**config.mk**
```make
export PLATFORM = sky130hd
export DESIGN_NAME = ipde_top
export DESIGN_NICKNAME = d
export VERILOG_FILES = /design/src/rtl/ipde_sync.v /design/src/rtl/ipde_open_close.v /design/src/rtl/ipde_top.v
export VERILOG_INCLUDE_DIRS = /design/src /design/src/rtl
export SDC_FILE = /design/constraint.sdc
export NUM_CORES = 1
export LEC_CHECK = 0
export BUFFER_PORTS_ARGS = -buffer_cell sky130_fd_sc_hd__buf_2
export CAP_MARGIN = 40
export CORE_ASPECT_RATIO = 0.8
export CORE_MARGIN = 3
export CORE_UTILIZATION = 45
export CTS_BUF_LIST = sky130_fd_sc_hd__clkbuf_4 sky130_fd_sc_hd__clkbuf_8
export DETAILED_ROUTE_END_ITERATION = 6
export PLACE_DENSITY_LB_ADDON = 0.05
export SETUP_SLACK_MARGIN = 0.5
export SYNTH_ARGS = -nofsm -noshare
export SYNTH_HDL_FRONTEND = slang
export SYNTH_SLANG_ARGS = --single-unit
```
**constraint.sdc**
```tcl
create_clock -name i_clk -period 4.76 [get_ports i_clk]
set_input_delay 0.714 -clock i_clk [delete_from_list [all_inputs] [get_ports i_clk]]
set_output_delay 0.714 -clock i_clk [all_outputs]
set_load 0.05 [all_outputs]
```
**src/rtl/ipde_regs.vh**
```
// Purpose: constants for the idle power-down and engine drive block
// Assumes: 50 MHz clock, 20 ns period
// Notes: timeout selection codes and timing counts
`ifndef IPDE_REGS_VH
`define IPDE_REGS_VH
`define IPDE_CLK_HZ 50000000
`define IPDE_TO_15M 3'h0
`define IPDE_TO_30M 3'h1
`define IPDE_TO_1H 3'h2
`define IPDE_TO_2H 3'h3
`define IPDE_TO_3H 3'h4
`define IPDE_TO_DEFAULT 3'h2
`define IPDE_SEC_PER_MIN 60
`define IPDE_MINUTES_15 40'h0F
`define IPDE_MINUTES_30 40'h1E
`define IPDE_MINUTES_60 40'h3C
`define IPDE_MINUTES_120 40'h78
`define IPDE_MINUTES_180 40'hB4
`define IPDE_TRAY_2 2'h2
`define IPDE_TRAY_3 2'h3
`define IPDE_INIT_ROT_SEC 2
`define IPDE_LAST_ROT_SEC 2
`define IPDE_DOOR_ROT_SEC 2
`endif

```
**src/rtl/ipde_sync.v**
```verilog
// Purpose: three-stage synchroniser with agreement filter
// Assumes: asynchronous pin input
// Notes: output changes once stages two and three agree
`timescale 1ns/1ps
module ipde_sync (
  input wire i_clk,
  input wire i_rst_n,
  input wire i_async,
  output reg o_level
);
  reg s1_r;
  reg s2_r;
  reg s3_r;
  // first stage feeds only the second
  always @(posedge i_clk or negedge i_rst_n) begin
    if (!i_rst_n) begin
      s1_r <= 1'b0;
      s2_r <= 1'b0;
      s3_r <= 1'b0;
      o_level <= 1'b0;
    end else begin
      s1_r <= i_async;
      s2_r <= s1_r;
      s3_r <= s2_r;
      if (s2_r == s3_r) begin
        o_level <= s3_r;
      end
    end
  end
endmodule

```
**src/rtl/ipde_open_close.v**
```verilog
// Purpose: detect an open-then-close cycle on a closed/open sensor
// Assumes: i_open already synchronised, high while open
// Notes: one-cycle pulse on the closing edge after an opening
`timescale 1ns/1ps
module ipde_open_close (
  input wire i_clk,
  input wire i_rst_n,
  input wire i_open,
  output wire o_cycled
);
  reg seen_open_r;
  // pulse only when an opening was seen first
  always @(posedge i_clk or negedge i_rst_n) begin
    if (!i_rst_n) begin
      seen_open_r <= 1'b0;
    end else if (i_open) begin
      seen_open_r <= 1'b1;
    end else begin
      seen_open_r <= 1'b0;
    end
  end
  assign o_cycled = seen_open_r & ~i_open;
endmodule

```
**src/rtl/ipde_top.v**
```verilog
// Purpose: idle power-down control and engine motor sequencing
// Assumes: host traffic and settings arrive synchronous; pins are async
// Notes: fonts and macros live elsewhere; this block never clears them
`timescale 1ns/1ps
`include "ipde_regs.vh"
module ipde_top #(
  parameter [37:0] MIN_CYCLES = 38'd3000000000,
  parameter [31:0] INIT_ROT_CYCLES = `IPDE_INIT_ROT_SEC * `IPDE_CLK_HZ,
  parameter [31:0] LAST_ROT_CYCLES = `IPDE_LAST_ROT_SEC * `IPDE_CLK_HZ,
  parameter [31:0] DOOR_ROT_CYCLES = `IPDE_DOOR_ROT_SEC * `IPDE_CLK_HZ
) (
  input wire i_clk,
  input wire i_rst_n,
  input wire i_defaults_restore,
  input wire i_panel_pd_enable,
  input wire i_panel_pd_enable_we,
  input wire [2:0] i_panel_timeout_sel,
  input wire i_panel_timeout_we,
  input wire i_host_activity,
  input wire i_panel_key,
  input wire [3:0] i_door_open,
  input wire i_front_door_open,
  input wire [4:0] i_tray_open,
  input wire i_self_test_sw,
  input wire i_error_active,
  input wire i_fuser_cool,
  input wire i_panel_smooth,
  input wire i_panel_smooth_we,
  input wire i_host_smooth,
  input wire i_host_smooth_we,
  input wire i_panel_toner_save,
  input wire i_panel_toner_save_we,
  input wire i_print_request,
  input wire [1:0] i_job_tray,
  input wire i_paper_synced,
  input wire i_page_done,
  input wire i_formatter_video,
  output reg o_idle_power_down,
  output reg o_show_pd_msg,
  output reg o_show_error,
  output reg o_fuser_on,
  output reg o_fans_on,
  output reg o_warm_up,
  output reg o_edge_smoothing,
  output reg o_toner_saving_mode,
  output reg o_video_request,
  output reg o_laser_video,
  output reg o_main_drive_motor,
  output reg o_scanner_motor,
  output reg o_shared_pickup_motor_on,
  output reg o_shared_pickup_motor_rev,
  output reg o_self_test_active
);
  localparam [4:0] ST_INIT = 5'h01;
  localparam [4:0] ST_READY = 5'h02;
  localparam [4:0] ST_SYNC = 5'h04;
  localparam [4:0] ST_PRINT = 5'h08;
  localparam [4:0] ST_LAST = 5'h10;

  wire [3:0] door_s;
  wire [4:0] tray_s;
  wire [3:0] door_cyc;
  wire [4:0] tray_cyc;
  wire front_s;
  wire front_cyc;
  wire test_s;
  reg test_d_r;
  wire test_press;
  wire wake;
  reg pd_en_r;
  reg [2:0] to_sel_r;
  reg [39:0] idle_cnt_r;
  reg [39:0] limit;
  reg [31:0] rot_cnt_r;
  reg [31:0] door_cnt_r;
  reg [4:0] state_r;
  reg [4:0] state_nxt;
  reg [31:0] rot_nxt;
  reg host_smooth_set_r;
  reg line_r;
  reg [1:0] tray_r;

  // pin inputs pass the three-stage filter; one generate pass per door and tray sensor
  genvar gi;
  generate
    for (gi = 0; gi < 4; gi = gi + 1) begin : g_door
      ipde_sync u_s (.i_clk(i_clk), .i_rst_n(i_rst_n), .i_async(i_door_open[gi]),
        .o_level(door_s[gi]));
      ipde_open_close u_c (.i_clk(i_clk), .i_rst_n(i_rst_n), .i_open(door_s[gi]),
        .o_cycled(door_cyc[gi]));
    end
    for (gi = 0; gi < 5; gi = gi + 1) begin : g_tray
      ipde_sync u_s (.i_clk(i_clk), .i_rst_n(i_rst_n), .i_async(i_tray_open[gi]),
        .o_level(tray_s[gi]));
      ipde_open_close u_c (.i_clk(i_clk), .i_rst_n(i_rst_n), .i_open(tray_s[gi]),
        .o_cycled(tray_cyc[gi]));
    end
  endgenerate

  ipde_sync u_front_s (.i_clk(i_clk), .i_rst_n(i_rst_n), .i_async(i_front_door_open),
    .o_level(front_s));
  ipde_open_close u_front_c (.i_clk(i_clk), .i_rst_n(i_rst_n), .i_open(front_s),
    .o_cycled(front_cyc));
  ipde_sync u_test_s (.i_clk(i_clk), .i_rst_n(i_rst_n), .i_async(i_self_test_sw),
    .o_level(test_s));

  always @(posedge i_clk or negedge i_rst_n) begin
    if (!i_rst_n) begin
      test_d_r <= 1'b0;
    end else begin
      test_d_r <= test_s;
    end
  end
  assign test_press = test_s & ~test_d_r;

  // front door is left out of the wake sources on purpose
  assign wake = i_host_activity
    | i_panel_key
    | (|door_cyc)
    | (|tray_cyc)
    | test_press;

  // power-down settings; panel write may disable entirely
  always @(posedge i_clk or negedge i_rst_n) begin
    if (!i_rst_n) begin
      pd_en_r <= 1'b1;
      to_sel_r <= `IPDE_TO_DEFAULT;
    end else if (i_defaults_restore) begin
      pd_en_r <= 1'b1;
      to_sel_r <= `IPDE_TO_DEFAULT;
    end else begin
      if (i_panel_pd_enable_we) begin
        pd_en_r <= i_panel_pd_enable;
      end
      if (i_panel_timeout_we && i_panel_timeout_sel <= `IPDE_TO_3H) begin
        to_sel_r <= i_panel_timeout_sel;
      end
    end
  end

  // idle limit in cycles; 40 bits since two or three hours overflow 38
  always @* begin
    case (to_sel_r)
      `IPDE_TO_15M: limit = {2'h0, MIN_CYCLES} * `IPDE_MINUTES_15;
      `IPDE_TO_30M: limit = {2'h0, MIN_CYCLES} * `IPDE_MINUTES_30;
      `IPDE_TO_2H: limit = {2'h0, MIN_CYCLES} * `IPDE_MINUTES_120;
      `IPDE_TO_3H: limit = {2'h0, MIN_CYCLES} * `IPDE_MINUTES_180;
      default: limit = {2'h0, MIN_CYCLES} * `IPDE_MINUTES_60;
    endcase
  end

  // idle timer; any wake source or print work restarts it
  always @(posedge i_clk or negedge i_rst_n) begin
    if (!i_rst_n) begin
      idle_cnt_r <= 40'h0;
      o_idle_power_down <= 1'b0;
      o_warm_up <= 1'b0;
    end else begin
      o_warm_up <= 1'b0;
      if (wake || state_r != ST_READY || i_print_request) begin
        idle_cnt_r <= 40'h0;
        if (o_idle_power_down) begin
          o_idle_power_down <= 1'b0;
          o_warm_up <= 1'b1;
        end
      end else if (!pd_en_r) begin
        idle_cnt_r <= 40'h0;
        o_idle_power_down <= 1'b0;
      end else if (!o_idle_power_down) begin
        if (idle_cnt_r >= limit - 40'h1) begin
          o_idle_power_down <= 1'b1;
        end else begin
          idle_cnt_r <= idle_cnt_r + 40'h1;
        end
      end
    end
  end

  // error message outranks the power-down message
  always @(posedge i_clk or negedge i_rst_n) begin
    if (!i_rst_n) begin
      o_show_error <= 1'b0;
      o_show_pd_msg <= 1'b0;
    end else begin
      o_show_error <= i_error_active;
      o_show_pd_msg <= o_idle_power_down & ~i_error_active;
    end
  end

  // fuser drops at once, fans wait for fuser to cool
  always @(posedge i_clk or negedge i_rst_n) begin
    if (!i_rst_n) begin
      o_fuser_on <= 1'b1;
      o_fans_on <= 1'b1;
    end else begin
      o_fuser_on <= ~o_idle_power_down;
      if (state_r == ST_SYNC || state_r == ST_PRINT) begin
        o_fans_on <= 1'b1;
      end else if (o_idle_power_down) begin
        o_fans_on <= ~i_fuser_cool;
      end else begin
        o_fans_on <= 1'b1;
      end
    end
  end

  // image settings; host write sticks over later panel writes
  // settings are never cleared by power-down, only by restore
  always @(posedge i_clk or negedge i_rst_n) begin
    if (!i_rst_n) begin
      o_edge_smoothing <= 1'b1;
      o_toner_saving_mode <= 1'b0;
      host_smooth_set_r <= 1'b0;
    end else if (i_defaults_restore) begin
      o_edge_smoothing <= 1'b1;
      o_toner_saving_mode <= 1'b0;
      host_smooth_set_r <= 1'b0;
    end else begin
      if (i_host_smooth_we) begin
        o_edge_smoothing <= i_host_smooth;
        host_smooth_set_r <= 1'b1;
      end else if (i_panel_smooth_we && !host_smooth_set_r) begin
        o_edge_smoothing <= i_panel_smooth;
      end
      if (i_panel_toner_save_we) begin
        o_toner_saving_mode <= i_panel_toner_save;
      end
    end
  end

  // print period sequencer; self-test runs without formatter
  always @* begin
    state_nxt = state_r;
    rot_nxt = rot_cnt_r;
    case (state_r)
      ST_INIT: begin
        if (rot_cnt_r >= INIT_ROT_CYCLES - 32'h1) begin
          state_nxt = ST_READY;
          rot_nxt = 32'h0;
        end else begin
          rot_nxt = rot_cnt_r + 32'h1;
        end
      end
      ST_READY: begin
        if (test_s || (i_print_request && !o_idle_power_down)) begin
          state_nxt = ST_SYNC;
        end
      end
      ST_SYNC: begin
        if (i_paper_synced) begin
          state_nxt = ST_PRINT;
        end
      end
      ST_PRINT: begin
        if (i_page_done) begin
          state_nxt = ST_LAST;
          rot_nxt = 32'h0;
        end
      end
      ST_LAST: begin
        if (test_s) begin
          state_nxt = ST_SYNC;
        end else if (rot_cnt_r >= LAST_ROT_CYCLES - 32'h1) begin
          state_nxt = ST_READY;
        end else begin
          rot_nxt = rot_cnt_r + 32'h1;
        end
      end
      default: begin
        state_nxt = ST_INIT;
        rot_nxt = 32'h0;
      end
    endcase
  end

  always @(posedge i_clk or negedge i_rst_n) begin
    if (!i_rst_n) begin
      state_r <= ST_INIT;
      rot_cnt_r <= 32'h0;
      o_self_test_active <= 1'b0;
      tray_r <= `IPDE_TRAY_2;
    end else begin
      state_r <= state_nxt;
      rot_cnt_r <= rot_nxt;
      if (state_r != ST_SYNC && state_nxt == ST_SYNC) begin
        o_self_test_active <= test_s;
        tray_r <= test_s ? `IPDE_TRAY_3 : i_job_tray;
      end else if (state_nxt == ST_READY) begin
        o_self_test_active <= 1'b0;
      end
    end
  end

  // front door cycle spins the main motor for a while
  always @(posedge i_clk or negedge i_rst_n) begin
    if (!i_rst_n) begin
      door_cnt_r <= 32'h0;
    end else if (front_cyc) begin
      door_cnt_r <= DOOR_ROT_CYCLES;
    end else if (door_cnt_r != 32'h0) begin
      door_cnt_r <= door_cnt_r - 32'h1;
    end
  end

  // motors and video handshake; toggling line pattern for self-test
  always @(posedge i_clk or negedge i_rst_n) begin
    if (!i_rst_n) begin
      o_main_drive_motor <= 1'b0;
      o_scanner_motor <= 1'b0;
      o_video_request <= 1'b0;
      o_laser_video <= 1'b0;
      o_shared_pickup_motor_on <= 1'b0;
      o_shared_pickup_motor_rev <= 1'b0;
      line_r <= 1'b0;
    end else begin
      o_main_drive_motor <= (state_r == ST_INIT) | (state_r == ST_SYNC)
        | (state_r == ST_PRINT) | (state_r == ST_LAST) | (door_cnt_r != 32'h0);
      o_scanner_motor <= (state_r == ST_INIT) | (state_r == ST_SYNC)
        | (state_r == ST_PRINT);
      o_video_request <= (state_r == ST_PRINT) & ~o_self_test_active;
      line_r <= ~line_r;
      if (state_r == ST_PRINT) begin
        o_laser_video <= o_self_test_active ? line_r : i_formatter_video;
      end else begin
        o_laser_video <= 1'b0;
      end
      o_shared_pickup_motor_on <= (state_r == ST_SYNC)
        & ((tray_r == `IPDE_TRAY_2) | (tray_r == `IPDE_TRAY_3));
      o_shared_pickup_motor_rev <= (state_r == ST_SYNC) & (tray_r == `IPDE_TRAY_3);
    end
  end
endmodule

```
==> results of run 1 <==
logic make-up after synthesis:
kind of cell,count (synthesis)
other,1
DFF,187
buffers and inverters,64
AOI/OAI and AO/OA,122
xor gates and xnor gates,62
adders and majority gates,46
muxes,7
and+or+nand+nor,403
worst max-delay path by stage:
stage | end | slack [ps] | cells after the start
CTS | idle_cnt_r[31]$_DFFE_PN0P_ | 700 | 13
detailed placement | idle_cnt_r[31]$_DFFE_PN0P_ | 740 | 13
finish | idle_cnt_r[30]$_DFFE_PN0P_ | 900 | 13
floorplan | idle_cnt_r[31]$_DFFE_PN0P_ | 1380 | 14
global placement | idle_cnt_r[39]$_DFFE_PN0P_ | 1020 | 13
global route | idle_cnt_r[30]$_DFFE_PN0P_ | 550 | 13
timing repair:
item	CTS	global route
setup buffers	0	0
gates resized for setup	0	5
endpoints found under the setup margin	0	16
cell usage in the layout (no fill, tap or decap), types with 17 or more instances in the layout:
master | synthesis | layout
xnor2_1 | 56 | 56
a21oi_1 | 40 | 40
buf_2 | 1 | 49
nor3_1 | 40 | 40
nor2_1 | 100 | 100
nor4_1 | 28 | 26
or3_1 | 17 | 17
inv_1 | 39 | 39
nand4_1 | 29 | 29
nand3_1 | 44 | 44
and3_1 | 19 | 19
ha_1 | 35 | 35
o21ai_0 | 29 | 29
dfrtp_1 | 180 | 180
clkbuf_8 | 0 | 18
nand2_1 | 67 | 67
flip-flops by register name (all words and copies together) (netlist names), 2 cells and up:
name and count:
g_door.u_s.s1_r 4, tray_r 2, g_door.u_s.s2_r 4, state_r 5
idle_cnt_r 40, g_tray.u_s.s3_r 5, g_tray.u_s.s2_r 5, door_cnt_r 32
g_door.u_s.s3_r 4, g_tray.u_c.seen_open_r 5, rot_cnt_r 32, g_door.u_c.seen_open_r 4
g_door.u_s.o_level 4, g_tray.u_s.s1_r 5, to_sel_r 3, g_tray.u_s.o_level 5
cell type report:
class                   count  area (sq um)  area share
well taps                 258           323      0.0323
inverters                  39           146      0.0147
repair buffers             60           354      0.0354
multi-input cells         642          4050       0.405
flip-flops and latches    187          4690       0.469
clock buffers              17           234      0.0234
clock inverters            15           196      0.0197
synth_stat cells (2+ instances only):
cell      count  area [sq um]
nand4_1      29           181
nor2_1      100           375
o21bai_1      2          15.0
o41ai_1       2          17.5
nand3_1      44           220
a22oi_1       3          22.5
a211o_1       4          35.0
a31o_2        8          70.1
xnor2_1      56           490
nor2b_1       9          56.3
ha_1         35           438
nor3_1       40           200
dfrtp_1     180          4500
a221oi_1      2          17.5
nand2b_1      8          50.1
maj3_1       11           110
o31ai_1       2          15.0
o21ai_0      29           145
mux2i_1       7          70.1
or4_1         7          52.6
or3_1        17           106
o22ai_1       5          31.3
clkbuf_1     23          86.3
nand2_1      67           251
and2_1       11          68.8
a21o_1        2          15.0
nor4_1       28           175
xor2_1        6          52.6
a211oi_1      3          22.5
nand3b_1      5          37.5
and3_1       19           119
a21oi_1      40           200
inv_1        39           146
and4_1       11          96.3
o221ai_1      2          17.5
dfstp_2       7           184
o211ai_1      5          37.5
per-stage QoR:
step	hold WS [ps]	total power, W
4_1_cts	26.1	0.00316
5_1_grt	26.2	0.00329
6_report	66.3	0.00311
2_1_floorplan	331	0.00193
3_3_place_gp	334	0.00203
3_5_place_dp	335	0.00205
power breakdown:
group / switching, W / internal [W]
combinational: 0.000164 / 0.000114
clock: 0.000645 / 0.000452
sequential: 0.0000629 / 0.00167
total: 0.000871 / 0.00223
routing by layer:
layer	share of wire	track usage	routed length, um
met2	0.43	0.268	8420
met4	0.012	0.0521	245
met3	0.049	0.0405	977
met1	0.51	0.302	10100
met5	0.00066	0	13
==> results.json, run 1 <==
{
  "postPlaceCellArea_sq_mm": 0.00953,
  "synthFlopType": "dfrtp_1",
  "clk_latency_ps": 460,
  "critPathMaxStageDelay_ps": 540,
  "ff2ff_setup_slack_ps": 900,
  "rows": 45,
  "power.leakage_nw": 4.30,
  "fin_crit_ps": 3860,
  "die_y_um": 132,
  "ys_types": 61,
  "stdcell_area_sq_mm": 0.00999,
  "crit_path_cell_trace": "nor2b_1, and2_1, inv_1, nand2_1, inv_1, ha_1, nand4_1, nor3_1, a2111oi_1, nand2_1, or2_1, or3_1, a21oi_1",
  "setup_ws_ps": 899,
  "hold_path_class": "input port to asynchronous set/reset pin",
  "reg2reg_depth": 13,
  "ctsHoldBuffers": 0,
  "placed_cells": 1186,
  "path_buf_inv": 2,
  "criticalPathCategory": "register to register",
  "clkSlewWorstSetupHoldPaths_ps": 100,
  "worstSetupStartpointType": "register",
  "diodes": 0,
  "setup_tns_ps": 0,
  "hold_violations": 0,
  "grt_first_pass_wirelength_um": 33400,
  "ys_ff_latch": 187,
  "placeableCoreArea_sq_mm": 0.0192,
  "power_density_mw_per_mm2": 311,
  "vias": 6775,
  "n_fill_cell": 1747,
  "synth_edf_count": 0,
  "grt_util_all_layers": 0.192,
  "synthAdderAreaFrac": 0.0614,
  "critPathRequiredTime_ps": 5130,
  "fin_nets": 1018,
  "wl_um": 19800,
  "setup_viol": 0,
  "dieArea_sq_mm": 0.0216,
  "ioPinCount": 51,
  "slew_headroom": 0.387,
  "yosys.area_share.simple": 0.231,
  "final_cell_count_no_fill": 1218,
  "dr.pass1.iters": 6,
  "cts.sinks": 187,
  "maxCapViolCount": 0,
  "syn_to_final_growth_pct": 11.9,
  "wl_per_cell_um": 16.2,
  "post-dp-hpwl_um": 14100,
  "start_util": 0.465,
  "avgSynthCellArea_sq_um": 10.0,
  "slew_violations": 0,
  "cp_slowest_cell": "a2111oi_1",
  "rsz0062_at_grt": "no",
  "synth_top_family_by_area": "simple AND/OR/NAND/NOR gates",
  "ir_drop_mv": 0.155,
  "synth_xor_area_frac": 0.0608,
  "drive_gt1_frac": 0.121,
  "r2r-end": "idle_cnt_r[30]$_DFFE_PN0P_",
  "cts_root_buf": "clkbuf_8",
  "clockBufferDepth": 2,
  "synth-seq-area-share": 0.525,
  "drc": 0,
  "critPathLaunch": "to_sel_r[0]$_DFFE_PN0P_",
  "first_global_vias": 6567,
  "skew_ps": 18.4,
  "rr_startpoint": "to_sel_r[0]$_DFFE_PN0P_",
  "cp.arrival_ps": 4230,
  "worstMarginPinSlew_ps": 907,
  "syn-cell-area_sq_mm": 0.00893,
  "drt_iter0_drc": 549,
  "worstPathMaxFanout": 16,
  "antenna_found_initial": 1,
  "die_w_um": 164,
  "ys_warn_count": 0,
  "period_share": 0.811,
  "synth_compound_area_frac": 0.0869,
  "syn_inst": 892,
  "postRouteAntennaNets": 0,
  "end_kind": "register",
  "routabilityCongestion": 0.901,
  "vias_per_cell": 5.56,
  "fmax_mhz": 259,
  "grt_overflow_total": 0,
  "h-tree-depth": 4,
  "cts_tree": "yes",
  "final_core_utilization": 0.520,
  "synthMuxAreaShare": 0.00785,
  "grt_max_degree": 106,
  "post-place-ws_ps": 740,
  "port_buffers": 50,
  "cts_buffers": 17,
  "async_flop_share": 1.00,
  "critical-path-top-delay-family": "simple AND/OR/NAND/NOR gates",
  "status": "complete, no violations"
}
No activity file was read; power rests on OpenSTA's default activity.
==> run 2: changes to the inputs <==
==> constraint.sdc (replaced) <==
create_clock -name i_clk -period 4 [get_ports i_clk]
set_input_delay 0.6 -clock i_clk [delete_from_list [all_inputs] [get_ports i_clk]]
set_output_delay 0.6 -clock i_clk [all_outputs]
set_load 0.05 [all_outputs]
==> results.json, run 2 (synthesized netlist as in run 1, its figures left out) <==
{
  "maxCapViolCount": 0,
  "cp_slowest_cell": "dfstp_2",
  "end_kind": "register",
  "status": "complete, no violations",
  "slew_violations": 0,
  "cts.sinks": 187,
  "rsz0062_at_grt": "no",
  "grt_first_pass_wirelength_um": 34100,
  "switchingPower_w": 0.00106,
  "vias_per_cell": 5.54,
  "criticalPathCategory": "register to register",
  "pwr-share-clk": 0.349,
  "reg2reg_depth": 15,
  "clockBufferDepth": 2,
  "syn_to_final_growth_pct": 13.7,
  "drc": 0,
  "wl_um": 20000,
  "clkSlewWorstSetupHoldPaths_ps": 110,
  "worstPathMaxFanout": 25,
  "rr_startpoint": "to_sel_r[1]$_DFFE_PN1P_",
  "antenna_found_initial": 0,
  "power.leakage_nw": 4.39,
  "port_buffers": 50,
  "cp.arrival_ps": 3780,
  "final_cell_mix": "dfrtp_1, nor2_1, nand2_1",
  "rows": 45,
  "critPathMaxStageDelay_ps": 620,
  "final_common_cell": "dfrtp_1",
  "swShare": 0.288,
  "ctsHoldBuffers": 0,
  "die_w_um": 164,
  "ir_drop_mv": 0.186,
  "p_int_w": 0.00263,
  "drive_gt1_frac": 0.150,
  "crit_path_cell_trace": "nor2_2, nand2_2, nand2_1, inv_1, nand2_1, inv_1, ha_1, nand4_1, nor3_1, a2111oi_2, nand2_1, buf_12, or2_4, or3_4, a21oi_2",
  "slew_headroom": 0.475,
  "vias": 6812,
  "r2r-end": "idle_cnt_r[33]$_DFFE_PN0P_",
  "h-tree-depth": 4,
  "fmax_mhz": 295,
  "cpMostUsedCell": "nand2_1",
  "largest_reg_flops": 40,
  "postRouteAntennaNets": 0,
  "grt_max_degree": 59,
  "grt_overflow_total": 0,
  "die_y_um": 132,
  "top_regs": "idle_cnt_r: 40 flops, door_cnt_r: 32 flops, rot_cnt_r: 32 flops",
  "pwr-share-comb": 0.092,
  "worstSetupStartpointType": "register",
  "hold_path_class": "input port to asynchronous set/reset pin",
  "grt_util_all_layers": 0.195,
  "power_density_mw_per_mm2": 363,
  "period_share": 0.848,
  "setup_tns_ps": 0,
  "fin_nets": 1030,
  "placed_cells": 1189,
  "cts_root_buf": "clkbuf_8",
  "routabilityCongestion": 0.877,
  "drt_iter0_drc": 458,
  "final_cell_count_no_fill": 1230,
  "setup_viol": 0,
  "skew_ps": 20.2,
  "diodes": 0,
  "start_util": 0.465,
  "ioPinCount": 51,
  "wl_per_cell_um": 16.2,
  "worstMarginPinSlew_ps": 781,
  "cts_buffers": 17,
  "dieArea_sq_mm": 0.0216,
  "first_global_vias": 6726,
  "critPathRequiredTime_ps": 4390,
  "post-dp-hpwl_um": 14100,
  "fin_crit_ps": 3390,
  "ff2ff_setup_slack_ps": 610,
  "dr.pass1.iters": 4,
  "hold_violations": 0,
  "placeableCoreArea_sq_mm": 0.0192,
  "cts_tree": "yes",
  "p_seq_frac": 0.559,
  "clk_latency_ps": 470,
  "regMostFlops": "idle_cnt_r"
}
run 2: what timing repair did:
item                       in CTS  in global routing
resized for setup              10                 21
cloned                          0                  1
setup endpoints to repair      41                 24
buffers inserted                2                  5
pin swaps                       1                  8
run 2: metal layers:
| metal | wire length [um] | share of wire | track usage |
|---|---|---|---|
| met3 | 932 | 0.047 | 0.0437 |
| met1 | 10300 | 0.51 | 0.300 |
| met4 | 184 | 0.0092 | 0.0503 |
| met5 | 0 | 0 | 0 |
| met2 | 8600 | 0.43 | 0.280 |
run 2: cell type report:
class	instances	area [sq um]
Fill cell	1750	9040
Inverter	39	146
Multi-Input combinational cell	643	4140
Sequential cell	187	4690
Timing Repair Buffer	71	444
Clock buffer	18	248
Clock inverter	14	163
Tap cell	258	323
run 2: power by group through the flow:
stage	clock (W)	sequential, W	combinational, W
floorplan	0	0.00209	0.000214
detailed placement	0	0.00210	0.000335
finish	0.00129	0.00206	0.000339
global placement	0	0.00209	0.000320
global route	0.00141	0.00208	0.000389
CTS	0.00133	0.00206	0.000337
run 2: critical path, delay by kind of cell (launching register included):
kind	cells	cell delay, ps
AOI/OAI and AO/OA	2	530
adders and majority gates	1	210
buffers and inverters	3	370
DFF	1	620
and+or+nand+nor	9	1580
run 2: stage by stage:
step | setup slack [ps] | total power (W) | util | hold WS [ps] | cell area, sq um
CTS | 504 | 0.00373 | 0.522 | 70.0 | 10000
floorplan | 622 | 0.00230 | - | 304 | 8930
global route | 424 | 0.00387 | 0.529 | 84.1 | 10200
global placement | 281 | 0.00241 | 0.496 | 333 | 9520
detailed placement | 68.4 | 0.00243 | 0.497 | 335 | 9550
finish | 610 | 0.00369 | 0.529 | 75.4 | 10200
run 2: worst max-delay path by stage:
stage                       startpoint                    endpoint  slack [ps]  cells past startpoint
5_1_grt        to_sel_r[0]$_DFFE_PN0P_  idle_cnt_r[33]$_DFFE_PN0P_         420                     15
4_1_cts        to_sel_r[2]$_DFFE_PN0P_  idle_cnt_r[33]$_DFFE_PN0P_         500                     14
3_3_place_gp   to_sel_r[1]$_DFFE_PN1P_  idle_cnt_r[23]$_DFFE_PN0P_         280                     13
3_5_place_dp   to_sel_r[0]$_DFFE_PN0P_  idle_cnt_r[33]$_DFFE_PN0P_          70                     14
2_1_floorplan  to_sel_r[0]$_DFFE_PN0P_  idle_cnt_r[31]$_DFFE_PN0P_         620                     14
6_report       to_sel_r[1]$_DFFE_PN1P_  idle_cnt_r[33]$_DFFE_PN0P_         610                     15
==> run 3: changes to the inputs <==
--- a/config.mk
+++ b/config.mk
@@ -6,6 +6,7 @@
 export SDC_FILE = /design/constraint.sdc
 export NUM_CORES = 1
 export LEC_CHECK = 0
+export ABC_AREA = 1
 export BUFFER_PORTS_ARGS = -buffer_cell sky130_fd_sc_hd__buf_2
 export CAP_MARGIN = 40
 export CORE_ASPECT_RATIO = 0.8
==> constraint.sdc (replaced) <==
create_clock -name i_clk -period 3.35 [get_ports i_clk]
set_input_delay 0.5025 -clock i_clk [delete_from_list [all_inputs] [get_ports i_clk]]
set_output_delay 0.5025 -clock i_clk [all_outputs]
set_load 0.05 [all_outputs]
==> results.json, run 3 <==
{
  "status": "complete, but fails checks",
  "violations": "hold timing",
  "pwr-share-comb": 0.151,
  "largest_reg_flops": 40,
  "p_seq_frac": 0.499,
  "p_int_w": 0.00352,
  "antenna_found_initial": 0,
  "top_regs": "idle_cnt_r: 40 flops, door_cnt_r: 32 flops, rot_cnt_r: 32 flops",
  "ir_drop_mv": 0.446,
  "avgSynthCellArea_sq_um": 7.96,
  "power_density_mw_per_mm2": 430,
  "hold_violations": 1,
  "grt_first_pass_wirelength_um": 40700,
  "worstPathMaxFanout": 7,
  "cp.arrival_ps": 3250,
  "power.leakage_nw": 5.45,
  "syn-cell-area_sq_mm": 0.0103,
  "slew_violations": 0,
  "dr.pass1.iters": 5,
  "netlist.area_leader.share": 0.437,
  "final_cell_count_no_fill": 1684,
  "drt_iter0_drc": 721,
  "fin_crit_ps": 2830,
  "period_share": 0.844,
  "synth_top_family_by_area": "simple AND/OR/NAND/NOR gates",
  "end_kind": "register",
  "stdcell_area_sq_mm": 0.0117,
  "postPlaceCellArea_sq_mm": 0.0109,
  "drive_gt1_frac": 0.167,
  "slew_headroom": 0.519,
  "h-tree-depth": 4,
  "grt_util_all_layers": 0.205,
  "vias": 8597,
  "placed_cells": 1635,
  "criticalPathCategory": "register to register",
  "fmax_mhz": 354,
  "maxCapViolCount": 0,
  "wl_per_cell_um": 15.1,
  "vias_per_cell": 5.11,
  "first_global_vias": 7845,
  "synth_top_area_cell": "dfrtp_1",
  "final_cell_mix": "nand2_1, dfrtp_1, nor2_1",
  "critPathRequiredTime_ps": 3770,
  "pwr-share-clk": 0.349,
  "worstMarginPinSlew_ps": 714,
  "whs_ps": -8.29,
  "yosys-top-cells-count": "nand2_1, nor2_1, dfrtp_1, inv_1, nand3_1",
  "routabilityCongestion": 0.890,
  "synth_xor_area_frac": 0.0246,
  "yosys.area_share.simple": 0.306,
  "synth_compound_area_frac": 0.0807,
  "fin_nets": 1442,
  "critPathMaxStageDelay_ps": 590,
  "cts_buffers": 17,
  "setup_tns_ps": 0,
  "synth-seq-area-share": 0.455,
  "setup_viol": 0,
  "cts_tree": "yes",
  "worstSetupStartpointType": "register",
  "swShare": 0.304,
  "start_util": 0.468,
  "post-dp-hpwl_um": 17900,
  "cts_root_buf": "clkbuf_8",
  "crit_path_cell_trace": "nor2_2, nor2_2, nor2_4, buf_4, xor2_1, ha_1, nand3_1, nand3_1, nand2_1, nand2_1, nand2_1, nand2_1, nand2_2, nand3_2, nor2_4, buf_6, clkbuf_16, nand3_1, nand2_1, inv_1, nor2_1",
  "regMostFlops": "idle_cnt_r",
  "dieArea_sq_mm": 0.0248,
  "clkSlewWorstSetupHoldPaths_ps": 100,
  "synthFlopType": "dfrtp_1",
  "ctsHoldBuffers": 0,
  "syn_to_final_growth_pct": 13.9,
  "placeableCoreArea_sq_mm": 0.0220,
  "rows": 48,
  "hold_path_class": "input port to asynchronous set/reset pin",
  "die_w_um": 175,
  "cpMostUsedCell": "nand2_1",
  "ys_ff_latch": 187,
  "ys_types": 50,
  "synth_most_common_cell": "nand2_1",
  "skew_ps": 14.7,
  "drc": 0,
  "ys_top_cells_by_area": "dfrtp_1, nand2_1, nor2_1",
  "grt_max_degree": 79,
  "cts.sinks": 187,
  "syn_inst": 1295,
  "grt_overflow_total": 0,
  "synth_edf_count": 0,
  "switchingPower_w": 0.00154,
  "diodes": 0,
  "async_flop_share": 1.00,
  "synthAdderAreaFrac": 0.0532,
  "cp_slowest_cell": "dfstp_2",
  "clk_latency_ps": 490,
  "synthMuxAreaShare": 0.000971,
  "ys_warn_count": 0,
  "postRouteAntennaNets": 0,
  "final_common_cell": "nand2_1",
  "wl_um": 25400,
  "rsz0062_at_grt": "yes",
  "ioPinCount": 51,
  "port_buffers": 50,
  "clockBufferDepth": 2,
  "die_y_um": 141
}
run 3: metal layers:
layer / GRT usage / vias up / part of all wire / wire length (um)
met3: 0.0391 / 20 / 0.050 / 1280
met4: 0.0495 / 0 / 0.011 / 277
li1: - / 4368 / - / -
met2: 0.292 / 188 / 0.42 / 10600
met1: 0.319 / 4021 / 0.52 / 13300
met5: 0 / - / 0 / 0
run 3: cell type report:
class / count / area [sq um]
fillers: 2078 / 10300
multi-input cells: 904 / 4890
flip-flops and latches: 187 / 4690
inverters: 180 / 678
repair buffers: 81 / 629
well taps: 300 / 375
clock buffers: 18 / 248
clock inverters: 14 / 228
run 3: timing repair:
action / 4_1_cts / 5_1_grt
cloned: 1 / 6
endpoints found under the setup margin: 37 / 41
pin swaps: 0 / 10
gates resized for setup: 4 / 33
buffers inserted: 0 / 10
run 3: power by group through the flow:
stage / clock network [W] / logic [W] / registers (W)
global route: 0.00192 / 0.000875 / 0.00255
finish: 0.00176 / 0.000765 / 0.00252
CTS: 0.00182 / 0.000757 / 0.00252
detailed placement: 0 / 0.000756 / 0.00256
global placement: 0 / 0.000747 / 0.00256
floorplan: 0 / 0.000493 / 0.00257
run 3: stage by stage:
stage           util  setup slack (ps)  total power (W)
2_1_floorplan      -               647          0.00306
3_3_place_gp   0.496               395          0.00331
3_5_place_dp   0.496               325          0.00332
4_1_cts        0.520               473          0.00510
5_1_grt        0.533               331          0.00534
6_report       0.533               522          0.00505
run 3: path summary, 6_finish.rpt:
kind / cells past startpoint / from / end / slack (ps)
setup / recovery: 21 / to_sel_r[1]$_DFFE_PN1P_ / idle_cnt_r[38]$_DFFE_PN0P_ / 520
hold / removal: 1 / i_rst_n / o_toner_saving_mode$_DFFE_PN0P_ / -8
setup reg to reg: 21 / to_sel_r[1]$_DFFE_PN1P_ / idle_cnt_r[38]$_DFFE_PN0P_ / 520
hold reg to reg: 0 / g_tray[4].u_s.s1_r$_DFF_PN0_ / g_tray[4].u_s.s2_r$_DFF_PN0_ / 360
max in group asynchronous: 2 / i_rst_n / tray_r[1]$_DFFE_PN1P_ / 2530
min in group i_clk: 1 / i_tray_open[3] / g_tray[3].u_s.s1_r$_DFF_PN0_ / 120
run 3: kinds of logic after synthesis:
| logic type | Yosys count |
|---|---|
| XOR/XNOR | 29 |
| multiplexers | 1 |
| adder cells (fa/ha/maj) | 46 |
| AND/OR/NAND/NOR | 685 |
| other | 1 |
| AO/OA/AOI/OAI | 141 |
| buffers and inverters | 205 |
| flip-flops | 187 |
run 3: worst max-delay path: cells and delay by family, from the launching register on:
kind,cells,cell delay (ps)
buf+inv,4,460
fa+ha+maj,1,320
xor+xnor,1,140
simple gates,15,1250
flops,1,590
